**src/rtl/ddrsp_pkg.sv**
```systemverilog
// Purpose: constants and types for the ddr4 command spacing controller
// Assumes: one 20 MHz clock; every device spacing is counted in these cycles
// Notes: ns minimums are held in ps and turned into cycles below
// How it works
// RL1 - same group column commands: max(5nCK,5ns)
// RL2 - other group column commands: four cycles
// RL3 - activates, other group: max(4nCK,5.3ns)
// RL4 - activates, same group: max(4nCK,6.4ns)
// RL5 - at most four activates per window
// RL6 - write to read, other group: max(2nCK,2.5ns)
// RL7 - write to read, same group: max(4nCK,7.5ns)
// RL8 - read to precharge gap: max(4nCK,7.5ns)
// RL9 - write recovery 15ns, longer with crc+mask
// RL10 - other group write-read grows with crc+mask
// RL11 - same group write-read grows with crc+mask
// RL12 - mode register sets eight cycles apart
// RL13 - wait update delay after mode set
// RL14 - one cycle after multi-purpose register access
// RL15 - mpr write waits update+additive+parity latency
// RL16 - auto precharge write recovery plus precharge
// RL17 - per device addressing holds data bit0 low
// RL18 - chip select leads command in latency mode
// RL19 - latency mode adds it to mode spacing
// RL20 - ns minimums round up, take larger
// RL21 - separate counters per group and bank
package ddrsp_pkg;
  localparam int CLK_PS = 50000;  // clock period in ps

  // ns to cycles rounded up, never under one, then max with nCK
  function automatic int cyc(input int nck, input int ps);
    int c;
    c = (ps + CLK_PS - 1) / CLK_PS;  // RL20
    if (c < 1) c = 1;
    return (nck > c) ? nck : c;  // RL20
  endfunction : cyc

  localparam int CCD_L_NCK = 5;     localparam int CCD_L_PS = 5000;
  localparam int CCD_S_NCK = 4;
  localparam int RRD_S_NCK = 4;     localparam int RRD_S_PS = 5300;
  localparam int RRD_L_NCK = 4;     localparam int RRD_L_PS = 6400;
  localparam int FAW_NCK   = 28;    localparam int FAW_PS   = 30000;
  localparam int WTR_S_NCK = 2;     localparam int WTR_S_PS = 2500;
  localparam int WTR_L_NCK = 4;     localparam int WTR_L_PS = 7500;
  localparam int RTP_NCK   = 4;     localparam int RTP_PS   = 7500;
  localparam int WR_PS     = 15000;
  localparam int CRCDM_NCK = 5;     localparam int CRCDM_PS = 3750;
  localparam int MRD_NCK   = 8;
  localparam int MOD_NCK   = 24;    localparam int MOD_PS   = 15000;
  localparam int MPRR_NCK  = 1;
  localparam int CAL_NCK   = 3;     localparam int CAL_PS   = 3748;
  localparam int RP_PS     = 13750; // precharge time, plain default

  localparam logic [7:0] CCD_L_CYC = 8'(cyc(CCD_L_NCK, CCD_L_PS));
  localparam logic [7:0] CCD_S_CYC = 8'(CCD_S_NCK);
  localparam logic [7:0] RRD_S_CYC = 8'(cyc(RRD_S_NCK, RRD_S_PS));
  localparam logic [7:0] RRD_L_CYC = 8'(cyc(RRD_L_NCK, RRD_L_PS));
  localparam logic [7:0] FAW_CYC   = 8'(cyc(FAW_NCK, FAW_PS));
  localparam logic [7:0] WTR_S_CYC = 8'(cyc(WTR_S_NCK, WTR_S_PS));
  localparam logic [7:0] WTR_L_CYC = 8'(cyc(WTR_L_NCK, WTR_L_PS));
  localparam logic [7:0] RTP_CYC   = 8'(cyc(RTP_NCK, RTP_PS));
  localparam logic [7:0] WR_CYC    = 8'(cyc(1, WR_PS));
  localparam logic [7:0] CRCDM_CYC = 8'(cyc(CRCDM_NCK, CRCDM_PS));
  localparam logic [7:0] MRD_CYC   = 8'(MRD_NCK);
  localparam logic [7:0] MOD_CYC   = 8'(cyc(MOD_NCK, MOD_PS));
  localparam logic [7:0] MPRR_CYC  = 8'(MPRR_NCK);
  localparam logic [7:0] CAL_CYC   = 8'(cyc(CAL_NCK, CAL_PS));
  localparam logic [7:0] RP_CYC    = 8'(cyc(1, RP_PS));
  localparam logic [7:0] PDA_HOLD_CYC = 8'h01;  // dq0 low after command

  // register byte addresses
  localparam logic [7:0] REG_CTRL = 8'h00;
  localparam logic [7:0] REG_CMD  = 8'h04;
  localparam logic [7:0] REG_STAT = 8'h08;
  localparam int CTRL_W = 21;  // ctrl occupies wdata[20:0]
  localparam int CMD_W  = 7;   // command occupies wdata[6:0]

  // command kinds
  typedef enum logic [2:0] {
    K_NOP = 3'b000, K_ACT = 3'b001, K_RD = 3'b010, K_WR = 3'b011,
    K_PRE = 3'b100, K_MRS = 3'b101, K_MPR_RD = 3'b110, K_MPR_WR = 3'b111
  } ddrsp_kind_type;

  // command toward the device pins
  typedef struct packed {
    ddrsp_kind_type kind;  // [6:4]
    logic           bg;    // [3] bank group
    logic [1:0]     bank;  // [2:1]
    logic           ap;    // [0] auto precharge
  } ddrsp_cmd_type;

  // control word
  typedef struct packed {
    logic [7:0] wr_prog;  // [20:13] programmed write recovery, cycles
    logic [3:0] parity_latency;    // [12:9]
    logic [4:0] additive_latency;  // [8:4]
    logic       per_device_addressing;  // [3]
    logic       cal_en;   // [2] chip select latency mode
    logic       data_mask;  // [1]
    logic       crc_en;   // [0]
  } ddrsp_ctrl_type;

  localparam ddrsp_ctrl_type CTRL_RST = '{wr_prog: WR_CYC, default: '0};

  // issue sequencer
  typedef enum logic [1:0] {
    S_IDLE = 2'b00, S_LEAD = 2'b01, S_ISSUE = 2'b10
  } ddrsp_state_type;
endpackage : ddrsp_pkg

```
**src/rtl/ddrsp_ctrl.sv**
```systemverilog
// Purpose: holds one command from software until every spacing allows it
// Assumes: two bank groups of four banks, one device clock domain
// Notes: software polls status bit 16 before writing the next command
//
// Strobed register access and the placing of the registers were chosen for this implementation.
`timescale 1ns/1ps
module ddrsp_ctrl
  import ddrsp_pkg::*;
(
  input  wire logic          clock_in,     // 20 MHz
  input  wire logic          reset_in,     // sync, high
  input  wire logic [7:0]    addr_in,      // byte address
  input  wire logic [31:0]   wdata_in,     // write data
  input  wire logic          wr_in,        // write strobe
  input  wire logic          rd_in,        // read strobe
  output logic      [31:0]   rdata_out,    // read data, next cycle
  output ddrsp_cmd_type      cmd_out,      // command fields
  output logic               cmd_valid_out,// command cycle
  output logic               cs_n_out,     // chip select, low active
  input  wire logic          dq0_in,       // data bit 0 pin level
  output logic               dq0_out,      // data bit 0 drive value
  output logic               dq0_oe_out    // data bit 0 drive enable
);
  // count down to zero and stay
  function automatic logic [7:0] dec(input logic [7:0] x);
    return (x == 8'h00) ? 8'h00 : x - 8'h01;
  endfunction : dec

  ddrsp_ctrl_type  ctrl_ff;          // control word
  ddrsp_cmd_type   pend_ff;          // held command
  logic            pend_v_ff;        // command waiting
  ddrsp_state_type state_ff;         // sequencer state
  ddrsp_state_type nxt_state;        // next state
  logic [7:0]      lead_ff;          // lead cycles left
  logic [7:0]      pda_ff;           // dq0 hold cycles left
  logic [15:0]     issued_ff;        // issued command count
  logic [31:0]     rdata_ff;         // read data register
  logic            dq0_s1_ff;        // dq0 sync stage 1
  logic            dq0_s2_ff;        // dq0 sync stage 2
  logic [7:0]      col_bg_ff [2];    // column gap per group
  logic [7:0]      col_any_ff;       // column gap any group
  logic [7:0]      act_bg_ff [2];    // activate gap per group
  logic [7:0]      act_any_ff;       // activate gap any group
  logic [7:0]      faw_ff [4];       // window cycles left per last four activates
  logic [1:0]      faw_ptr_ff;       // oldest activate slot
  logic [7:0]      wtr_bg_ff [2];    // write-read gap per group
  logic [7:0]      wtr_any_ff;       // write-read gap any group
  logic [7:0]      rtp_ff [8];       // read to precharge per bank
  logic [7:0]      wrr_ff [8];       // write recovery per bank
  logic [7:0]      busy_ff [8];      // bank closing per bank
  logic [7:0]      mrd_ff;           // mode set to mode set
  logic [7:0]      mod_ff;           // mode set update delay
  logic [7:0]      mpr_ff;           // mpr recovery
  logic            ok;               // held command may go
  logic            iss;              // command cycle
  logic [2:0]      bidx;             // flat bank index
  logic [7:0]      crcx;             // crc plus mask extension
  logic            is_col;           // read or write kind
  logic            is_rd;            // any read kind

  assign iss    = (state_ff == S_ISSUE);
  assign bidx   = {pend_ff.bg, pend_ff.bank};
  assign is_rd  = (pend_ff.kind == K_RD) || (pend_ff.kind == K_MPR_RD);
  assign is_col = is_rd || (pend_ff.kind == K_WR) || (pend_ff.kind == K_MPR_WR);
  // extension only with crc and mask both on
  assign crcx   = (ctrl_ff.crc_en && ctrl_ff.data_mask) ? CRCDM_CYC : 8'h00;  // RL9

  // control and command registers
  always_ff @(posedge clock_in) begin
    if (reset_in) begin
      ctrl_ff   <= CTRL_RST;
      pend_ff   <= '0;
      pend_v_ff <= 1'b0;
    end else begin
      if (wr_in && addr_in == REG_CTRL) begin
        ctrl_ff <= ddrsp_ctrl_type'(wdata_in[CTRL_W-1:0]);
      end
      if (iss) begin
        pend_v_ff <= 1'b0;  // taken by the device
      end else if (wr_in && addr_in == REG_CMD && !pend_v_ff) begin
        pend_ff   <= ddrsp_cmd_type'(wdata_in[CMD_W-1:0]);
        pend_v_ff <= 1'b1;  // a write while busy is ignored
      end
    end
  end

  // read port, data one cycle after strobe
  always_ff @(posedge clock_in) begin
    if (reset_in) begin
      rdata_ff <= 32'h0000_0000;
    end else if (rd_in) begin
      if (addr_in == REG_CTRL) begin
        rdata_ff <= {11'h000, ctrl_ff};
      end else if (addr_in == REG_CMD) begin
        rdata_ff <= {25'h0000000, pend_ff};
      end else if (addr_in == REG_STAT) begin
        rdata_ff <= {12'h000, dq0_s2_ff, state_ff, pend_v_ff, issued_ff};
      end else begin
        rdata_ff <= 32'h0000_0000;  // unmapped
      end
    end else begin
      rdata_ff <= 32'h0000_0000;
    end
  end
  assign rdata_out = rdata_ff;

  // dq0 pin synchroniser
  always_ff @(posedge clock_in) begin
    if (reset_in) begin
      dq0_s1_ff <= 1'b0;
      dq0_s2_ff <= 1'b0;
    end else begin
      dq0_s1_ff <= dq0_in;
      dq0_s2_ff <= dq0_s1_ff;
    end
  end

  // may the held command go now
  always_comb begin
    ok = 1'b0;
    case (pend_ff.kind)
      K_ACT: begin
        ok = busy_ff[bidx] == 8'h00                            // RL16
          && act_bg_ff[pend_ff.bg] == 8'h00                    // RL4
          && act_any_ff == 8'h00                               // RL3
          && faw_ff[faw_ptr_ff] == 8'h00;                      // RL5
      end
      K_RD, K_WR: begin
        ok = col_bg_ff[pend_ff.bg] == 8'h00                    // RL1
          && col_any_ff == 8'h00                               // RL2
          && (!is_rd || wtr_bg_ff[pend_ff.bg] == 8'h00)        // RL7
          && (!is_rd || wtr_any_ff == 8'h00);                  // RL6
      end
      K_PRE: begin
        ok = rtp_ff[bidx] == 8'h00                             // RL8
          && wrr_ff[bidx] == 8'h00;                            // RL9
      end
      K_MRS: begin
        ok = mrd_ff == 8'h00 && mpr_ff == 8'h00;               // RL12
      end
      K_MPR_RD, K_MPR_WR: begin
        ok = col_any_ff == 8'h00 && mpr_ff == 8'h00;           // RL14
      end
      default: begin
        ok = 1'b1;
      end
    endcase
    // nothing but mode sets before the update delay ends
    if (pend_ff.kind != K_MRS && (mod_ff != 8'h00 || mpr_ff != 8'h00)) begin
      ok = 1'b0;  // RL13
    end
  end

  // sequencer: idle, chip select lead, command cycle
  always_comb begin
    nxt_state = state_ff;
    case (state_ff)
      S_IDLE: begin
        if (pend_v_ff && ok) begin
          if (ctrl_ff.cal_en || (ctrl_ff.per_device_addressing && pend_ff.kind == K_MRS)) begin
            nxt_state = S_LEAD;
          end else begin
            nxt_state = S_ISSUE;
          end
        end
      end
      S_LEAD: begin
        if (lead_ff <= 8'h01) begin
          nxt_state = S_ISSUE;
        end
      end
      S_ISSUE: begin
        nxt_state = S_IDLE;
      end
      default: begin
        nxt_state = S_IDLE;
      end
    endcase
  end

  // state, lead count, issue count
  always_ff @(posedge clock_in) begin
    if (reset_in) begin
      state_ff  <= S_IDLE;
      lead_ff   <= 8'h00;
      issued_ff <= 16'h0000;
    end else begin
      state_ff <= nxt_state;
      if (state_ff == S_IDLE && nxt_state == S_LEAD) begin
        lead_ff <= ctrl_ff.cal_en ? CAL_CYC : 8'h01;  // RL18
      end else begin
        lead_ff <= dec(lead_ff);
      end
      if (iss) begin
        issued_ff <= issued_ff + 16'h0001;
      end
    end
  end

  // pin drive: chip select leads in latency mode
  assign cmd_out       = pend_ff;
  assign cmd_valid_out = iss;
  assign cs_n_out      = !(iss || (state_ff == S_LEAD && ctrl_ff.cal_en));  // RL18

  // dq0 held low around a per device mode set
  always_ff @(posedge clock_in) begin
    if (reset_in) begin
      pda_ff <= 8'h00;
    end else if (iss && ctrl_ff.per_device_addressing && pend_ff.kind == K_MRS) begin
      pda_ff <= PDA_HOLD_CYC;  // RL17
    end else begin
      pda_ff <= dec(pda_ff);
    end
  end
  assign dq0_out    = 1'b0;
  assign dq0_oe_out = (pda_ff != 8'h00)
                   || (ctrl_ff.per_device_addressing && pend_ff.kind == K_MRS
                       && (state_ff == S_LEAD || iss));  // RL17

  // per group column, activate and write-read counters
  genvar g;
  generate
    for (g = 0; g < 2; g++) begin : g_bg
      always_ff @(posedge clock_in) begin
        if (reset_in) begin
          col_bg_ff[g] <= 8'h00;
          act_bg_ff[g] <= 8'h00;
          wtr_bg_ff[g] <= 8'h00;
        end else begin
          if (iss && is_col && pend_ff.bg == 1'(g)) begin
            col_bg_ff[g] <= CCD_L_CYC;  // RL1 RL21
          end else begin
            col_bg_ff[g] <= dec(col_bg_ff[g]);
          end
          if (iss && pend_ff.kind == K_ACT && pend_ff.bg == 1'(g)) begin
            act_bg_ff[g] <= RRD_L_CYC;  // RL4 RL21
          end else begin
            act_bg_ff[g] <= dec(act_bg_ff[g]);
          end
          if (iss && pend_ff.kind == K_WR && pend_ff.bg == 1'(g)) begin
            wtr_bg_ff[g] <= WTR_L_CYC + crcx;  // RL7 RL11
          end else begin
            wtr_bg_ff[g] <= dec(wtr_bg_ff[g]);
          end
        end
      end
    end
  endgenerate

  // any group counters and activate window
  always_ff @(posedge clock_in) begin
    if (reset_in) begin
      col_any_ff <= 8'h00;
      act_any_ff <= 8'h00;
      wtr_any_ff <= 8'h00;
      faw_ptr_ff <= 2'b00;
      for (int k = 0; k < 4; k++) begin
        faw_ff[k] <= 8'h00;
      end
    end else begin
      col_any_ff <= (iss && is_col) ? CCD_S_CYC : dec(col_any_ff);  // RL2
      act_any_ff <= (iss && pend_ff.kind == K_ACT) ? RRD_S_CYC : dec(act_any_ff);  // RL3
      wtr_any_ff <= (iss && pend_ff.kind == K_WR) ? WTR_S_CYC + crcx : dec(wtr_any_ff);  // RL6 RL10
      for (int k = 0; k < 4; k++) begin
        if (iss && pend_ff.kind == K_ACT && faw_ptr_ff == 2'(k)) begin
          faw_ff[k] <= FAW_CYC;  // RL5
        end else begin
          faw_ff[k] <= dec(faw_ff[k]);
        end
      end
      if (iss && pend_ff.kind == K_ACT) begin
        faw_ptr_ff <= faw_ptr_ff + 2'b01;
      end
    end
  end

  // per bank precharge and recovery counters
  genvar b;
  generate
    for (b = 0; b < 8; b++) begin : g_bank
      logic hit;  // command names this bank
      assign hit = iss && bidx == 3'(b);
      always_ff @(posedge clock_in) begin
        if (reset_in) begin
          rtp_ff[b]  <= 8'h00;
          wrr_ff[b]  <= 8'h00;
          busy_ff[b] <= 8'h00;
        end else begin
          rtp_ff[b] <= (hit && pend_ff.kind == K_RD) ? RTP_CYC : dec(rtp_ff[b]);  // RL8 RL21
          wrr_ff[b] <= (hit && pend_ff.kind == K_WR) ? WR_CYC + crcx : dec(wrr_ff[b]);  // RL9
          if (hit && pend_ff.kind == K_WR && pend_ff.ap) begin
            busy_ff[b] <= ctrl_ff.wr_prog + RP_CYC;  // RL16
          end else if (hit && pend_ff.kind == K_RD && pend_ff.ap) begin
            busy_ff[b] <= RTP_CYC + RP_CYC;
          end else if (hit && pend_ff.kind == K_PRE) begin
            busy_ff[b] <= RP_CYC;
          end else begin
            busy_ff[b] <= dec(busy_ff[b]);
          end
        end
      end
    end
  endgenerate

  // mode register and mpr timing
  always_ff @(posedge clock_in) begin
    if (reset_in) begin
      mrd_ff <= 8'h00;
      mod_ff <= 8'h00;
      mpr_ff <= 8'h00;
    end else begin
      if (iss && pend_ff.kind == K_MRS) begin
        mrd_ff <= ctrl_ff.cal_en ? MOD_CYC + CAL_CYC : MRD_CYC;  // RL12 RL19
        mod_ff <= ctrl_ff.cal_en ? MOD_CYC + CAL_CYC : MOD_CYC;  // RL13 RL19
      end else begin
        mrd_ff <= dec(mrd_ff);
        mod_ff <= dec(mod_ff);
      end
      if (iss && pend_ff.kind == K_MPR_WR) begin
        mpr_ff <= MOD_CYC + {3'b000, ctrl_ff.additive_latency}
                + {4'h0, ctrl_ff.parity_latency};  // RL15
      end else if (iss && pend_ff.kind == K_MPR_RD) begin
        mpr_ff <= MPRR_CYC;  // RL14
      end else begin
        mpr_ff <= dec(mpr_ff);
      end
    end
  end
endmodule : ddrsp_ctrl

```
**config.mk**
```make
export PLATFORM = sky130hd
export DESIGN_NAME = ddrsp_ctrl
export DESIGN_NICKNAME = d
export VERILOG_FILES = /design/src/rtl/ddrsp_pkg.sv /design/src/rtl/ddrsp_ctrl.sv
export SDC_FILE = /design/constraint.sdc
export NUM_CORES = 1
export LEC_CHECK = 0
export ABC_AREA = 1
export BUFFER_PORTS_ARGS = -buffer_cell sky130_fd_sc_hd__buf_2
export CAP_MARGIN = 10
export CELL_PAD_IN_SITES_DETAIL_PLACEMENT = 2
export CELL_PAD_IN_SITES_GLOBAL_PLACEMENT = 2
export CORE_MARGIN = 2
export CORE_UTILIZATION = 37
export CTS_CLUSTER_DIAMETER = 200
export DETAILED_ROUTE_END_ITERATION = 6
export PLACE_DENSITY = 0.8
export SYNTH_ARGS = -nofsm -noshare
export SYNTH_HDL_FRONTEND = slang
export SYNTH_SLANG_ARGS = --single-unit
export TNS_END_PERCENT = 30
```
**constraint.sdc**
```tcl
create_clock -name clock_in -period 2.5 [get_ports clock_in]
set_input_delay 0.125 -clock clock_in [delete_from_list [all_inputs] [get_ports clock_in]]
set_output_delay 0.125 -clock clock_in [all_outputs]
set_load 0.02 [all_outputs]
```
Word level (Yosys, flattened, before mapping)

Memories as Yosys holds them, arrays and structs flattened. A register that Yosys moved wholly into a read port is not among the register bits.
Index checks and enable logic that the tools add are counted.

Bits in registers: 147
RAM bits: 272
Input port bits: 45
Output and inout bits: 43
Logic and storage cells: 706
Memories: 7

Memories:

| name            | depth | width | rd ports | clocked after memory_dff | wr ports | RTL line         | text |
|---|---|---|---|---|---|---|---|
| busy_ff         | 8     | 8     | 9        | 1                        | 8        | ddrsp_ctrl.sv:50 | `logic [7:0] busy_ff [8];` |
| rtp_ff          | 8     | 8     | 9        | 1                        | 8        | ddrsp_ctrl.sv:48 | `logic [7:0] rtp_ff [8];` |
| wrr_ff          | 8     | 8     | 9        | 1                        | 8        | ddrsp_ctrl.sv:49 | `logic [7:0] wrr_ff [8];` |
| faw_ff          | 4     | 8     | 5        | 1                        | 4        | ddrsp_ctrl.sv:44 | `logic [7:0] faw_ff [4];` |
| act_bg_ff       | 2     | 8     | 3        | 1                        | 2        | ddrsp_ctrl.sv:42 | `logic [7:0] act_bg_ff [2];` |
| col_bg_ff       | 2     | 8     | 3        | 1                        | 2        | ddrsp_ctrl.sv:40 | `logic [7:0] col_bg_ff [2];` |
| 1 more memories | --    | --    | --       | --                       | --       | --               |  |

Add/subtract/negate cells: 50
$lt $le $gt $ge: 1
Eq/ne operators: 23
Muxes and demuxes: 361
Bitwise logic cells: 71
Reduce and logical (&&, ||, !) cells: 163

Operator list:

| operator                | count |
|---|---|
| $mux W8                 | 129 |
| $logic_not A8 Y1        | 50 |
| $sub A8 B1 Y8 const B   | 42 |
| $mux W1                 | 208 |
| $logic_and A1 B1 Y1     | 85 |
| $or A1 B1 Y1            | 68 |
| $mux W20                | 2 |
| $mux W3                 | 11 |
| $eq A3 B3 Y1 const B    | 8 |
| $reduce_bool A8 Y1      | 3 |
| $mux W21                | 1 |
| $add A16 B1 Y16 const B | 1 |
| $mux W2                 | 7 |
| $eq A3 B2 Y1 const B    | 4 |
| $logic_or A1 B1 Y1      | 10 |
| $reduce_or A3 Y1        | 3 |
| $add A8 B1 Y8 const B   | 1 |
| $eq A8 B3 Y1 const B    | 1 |
| $eq A8 B4 Y1 const B    | 1 |
| $le A8 B1 Y1 const B    | 1 |
| $reduce_or A2 Y1        | 4 |
| $add A6 B4 Y7           | 1 |
| $add A5 B5 Y6 const A   | 1 |
| $eq A2 B1 Y1 const B    | 3 |
| 16 further kinds        | 24 |

Logic depth before layout (Yosys ltp)

Word-level depth: 14
Gate-level depth with buffers: 19
Depth with buffers taken out: 19

Worst setup path before layout

No wires, ideal clock.

Path type: register to register
Start point: register state_ff[0]
End point: memory busy_ff[0][2], data pin
Library setup time: 0.272 ns
Arrival: 2.063 ns
Required time: 2.228 ns
Slack: 0.166 ns
Cell stages (with the launch flop): 17
Buffers on the path: 1
Clock period less this slack: 2.334 ns
Cells stage by stage: dfxtp_1 inv_1 ha_1 buf_2 inv_2 nor2_1 inv_2 nor2_2 inv_1 nor2_2 inv_1 nor2_1 nor3_1 o21ai_1 a21oi_1 inv_2 o221ai_1

RTL lines:

| element                | RTL line          | text |
|---|---|---|
| from (decl)            | ddrsp_ctrl.sv:32  | `ddrsp_state_type state_ff;` |
| from (signal assigned) | ddrsp_ctrl.sv:188 | `state_ff <= nxt_state;` |
| to (decl)              | ddrsp_ctrl.sv:50  |  |

==> results.toml <==
[global_routing]
track_usage = 0.246
grt_pass1_vias = 22400
grt_pass1_wl_mm = 119
grt_overflow = 0
antenna_found_initial = 0
grt_max_degree = 48

[finish]
areaGrowthSynthToFinish_pct = 20.2
fin_nets = 3227
multi_input_comb_area_sq_mm = 0.0108
drive_gt1_frac = 0.104
fillerInstances = 6634
diodes = 0
fin_area_sq_mm = 0.0259
seq_area_sq_mm = 0.00972

[clocking]
cts_tree = "built"
clockRootBuffer = "clkbuf_16"
clk_latency_ps = 600
h-tree-depth = 2
numCtsBuffers = 51
cts.sinks = 413
cts_buffer_depth = 3
cts.clk_slew.worst_paths_ps = 60

[place]
place_hpwl_mm = 52.9
globalplace.congestion = 0.815
placed_area_sq_mm = 0.0237
portBuffers = 64

[floorplan]
coreArea_sq_mm = 0.0577
ioPinCount = 88
die_h_microns = 245
start_util = 0.374
num_rows = 88
dieArea_sq_mm = 0.0602
chipWidth_microns = 245

[flow_run]
maxCapViolations = 0

[detailed_routing]
routedWlPerCell_microns = 19.1
via_per_inst = 5.10
route.vias.total = 19800
drt-total-wl_mm = 74.2
remaining_drc_errors = 0
dr.first_iter.drc_count = 813
firstDrtPassIters = 5
drtAntennaViolNets = 0

[synthesis]
synth_top_area_cell = "dfxtp_1"
syn_inst = 2773
synthFlopType = "dfxtp_1"
synth_area_per_cell_sq_um = 7.78
synth_top_area_share = 0.250
ys_seq_area_frac = 0.450
ys_warn_count = 0
synth_top_cells_by_count = "495 x nor2_1, 447 x nand2_1, 377 x inv_1"
synth_edf_count = 144
synth.most_common_cell = "nor2_1"
ys_ff_latch = 413
ys_async_sr_fraction = 0
post_synth_num_cell_types = 54
syn-cell-area_sq_mm = 0.0216
yosys-top-cells-area = "dfxtp_1 25%, edfxtp_1 20%, nor2_1 8.6%"

[pwr]
power.internal_mw = 16.0
ir_drop_mv = 0.560
p_switching_mw = 9.33
leakage_nw = 11.3
comb_power_share = 0.327
power.clock.fraction = 0.303
pwr_density_cell_mw_per_mm2 = 978
netSwitchingFraction = 0.368
seq_power_share = 0.370

[timing]
hold_violations = 0
fin_crit_ps = 2380
fin_crit_sh = 0.950
worst_pin_slew_ps = 551
rsz0062_at_grt = "yes"
finalSetupViolations = 0
whs_ps = 64.8
drv_slew = 0
slew_headroom = 0.629
max_freq_mhz = 421
skew_ps = 17.7

[worst_setup_path]
crit_chain = "nor2_1, nand3_2, nor2_1, nor2_1, nand2_1, nand3_1, nand2_1, a21oi_2, nand2_4, nand2_2, nand2_1, nand3_2, nand2_4, nand2_4, nand3_4, nor2_2"
end_kind = "flip-flop"
crit_path_max_fanout = 6
max_stage_delay_ps = 440
cp_slowest_cell = "edfxtp_1"
critPathRequiredTime_ps = 2980
worst_setup_path_start_kind = "flip-flop"
crit_type = "reg2reg"
crit_arrival_ps = 2850

[hold_path]
hp-class = "in2reg"

[run_status]
outcome = "completed"
-- critical path, delay by kind of cell (launching register included) --
kind / cells / cell delay, ps
AND/OR/NAND/NOR: 15 / 1730
flip-flops: 1 / 440
AO/OA/AOI/OAI: 1 / 80
-- cell families (layout without fill, tap and decap cells) --
kind of cell | Yosys count | after routing | share of synthesized area
other | 2 | 156 | 0.000348
AND/OR/NAND/NOR | 1242 | 1242 | 0.244
buffers and inverters | 445 | 647 | 0.0820
AO/OA/AOI/OAI | 434 | 434 | 0.111
adder cells (fa/ha/maj) | 92 | 92 | 0.0537
XOR/XNOR | 145 | 145 | 0.0589
flip-flops | 413 | 413 | 0.450
-- through the flow --
step                      setup TNS [ps]  instances   util  power [mW]  worst slack [ps]
after CTS                              0       3889  0.446        25.5              10.3
final                                  0       3894  0.449        25.4               124
after global routing                -511       3894  0.449        27.3             -81.2
after global placement                 0       3772  0.411        16.7               145
after detailed placement               0       3772  0.411        17.5             0.503
after floorplan                        0       2927      -        15.3               166
-- layout make-up --
cell class | instances | share of cell area
Clock buffer | 81 | 0.0624
Inverter | 388 | 0.0566
Multi-Input combinational cell | 2069 | 0.417
Tap cell | 765 | 0.0369
Sequential cell | 413 | 0.375
Clock inverter | 11 | 0.00396
Timing Repair Buffer | 167 | 0.0479
-- metal layers --
metal  GRT usage  vias to the layer above  part of all wire
li1            -                     9489                 -
met1       0.293                     9933              0.43
met2       0.453                      290              0.51
met3      0.0339                      132             0.033
met4      0.0779                        0             0.029
met5           0                        -                 0
-- path summary, 6_finish.rpt --
| kind | slack, ps | startpoint | cells past startpoint | endpoint |
|---|---|---|---|---|
| max | 120 | busy_ff[5][2] | 16 | lead_ff[6] |
| min | 60 | rd_in | 4 | rdata_out[10] |
| max reg2reg | 120 | busy_ff[5][2] | 16 | lead_ff[6] |
| min reg2reg | 410 | rtp_ff[4][0] | 1 | rtp_ff[4][0] |
-- power by group through the flow --
stage | combinational [mW] | clock (mW) | sequential (mW)
finish | 8.29 | 7.69 | 9.38
global route | 9.58 | 8.11 | 9.56
CTS | 8.29 | 7.85 | 9.38
detailed placement | 8.02 | 0 | 9.47
global placement | 7.36 | 0 | 9.36
floorplan | 6.09 | 0 | 9.16
-- registers in the layout, indices dropped and copies added (netlist names), 2 cells and up, named ones only --
signal	count
lead_ff	8
faw_ff	32
act_bg_ff	16
act_any_ff	8
col_any_ff	8
ctrl_ff	21
rtp_ff	64
mpr_ff	8
wtr_bg_ff	16
col_bg_ff	16
busy_ff	64
rdata_out	21
state_ff	2
pda_ff	8
mod_ff	8
faw_ptr_ff	2
wrr_ff	64
wtr_any_ff	8
cmd_out	7
mrd_ff	8
issued_ff	16
-- layout by cell type, fill, tap and decap left out, types with 6 or more instances in the layout --
cell type and n:
dlygate4sd3_1 25, o221ai_1 6, nand2_1 435, nor4_1 12, clkinv_2 7, buf_4 72, clkbuf_1 14, nor2_1 486
clkbuf_8 10, o22ai_1 43, o32ai_1 6, or3_1 6, buf_2 63, xor2_1 101, o21ai_0 133, a21oi_1 191
a31oi_1 16, inv_1 372, conb_1 156, nand3b_1 9, ha_1 89, nor3_2 8, dfxtp_1 266, nor3_1 50
clkbuf_16 58, inv_2 12, nor2_2 20, nand2_2 12, or2_2 22, nand4_1 39, edfxtp_1 144, xnor2_1 44
o31ai_1 6, nand3_1 117
-- what timing repair did --
action | 4_1_cts | 5_1_grt
endpoints found under the hold margin | 38 | 0
hold buffers | 25 | 0
pin swaps | 0 | 7
gates cloned | 0 | 1
gates resized for setup | 3 | 47
buffers inserted | 0 | 4
setup endpoints to repair | 9 | 45
No activity file was read; power rests on OpenSTA's default activity.
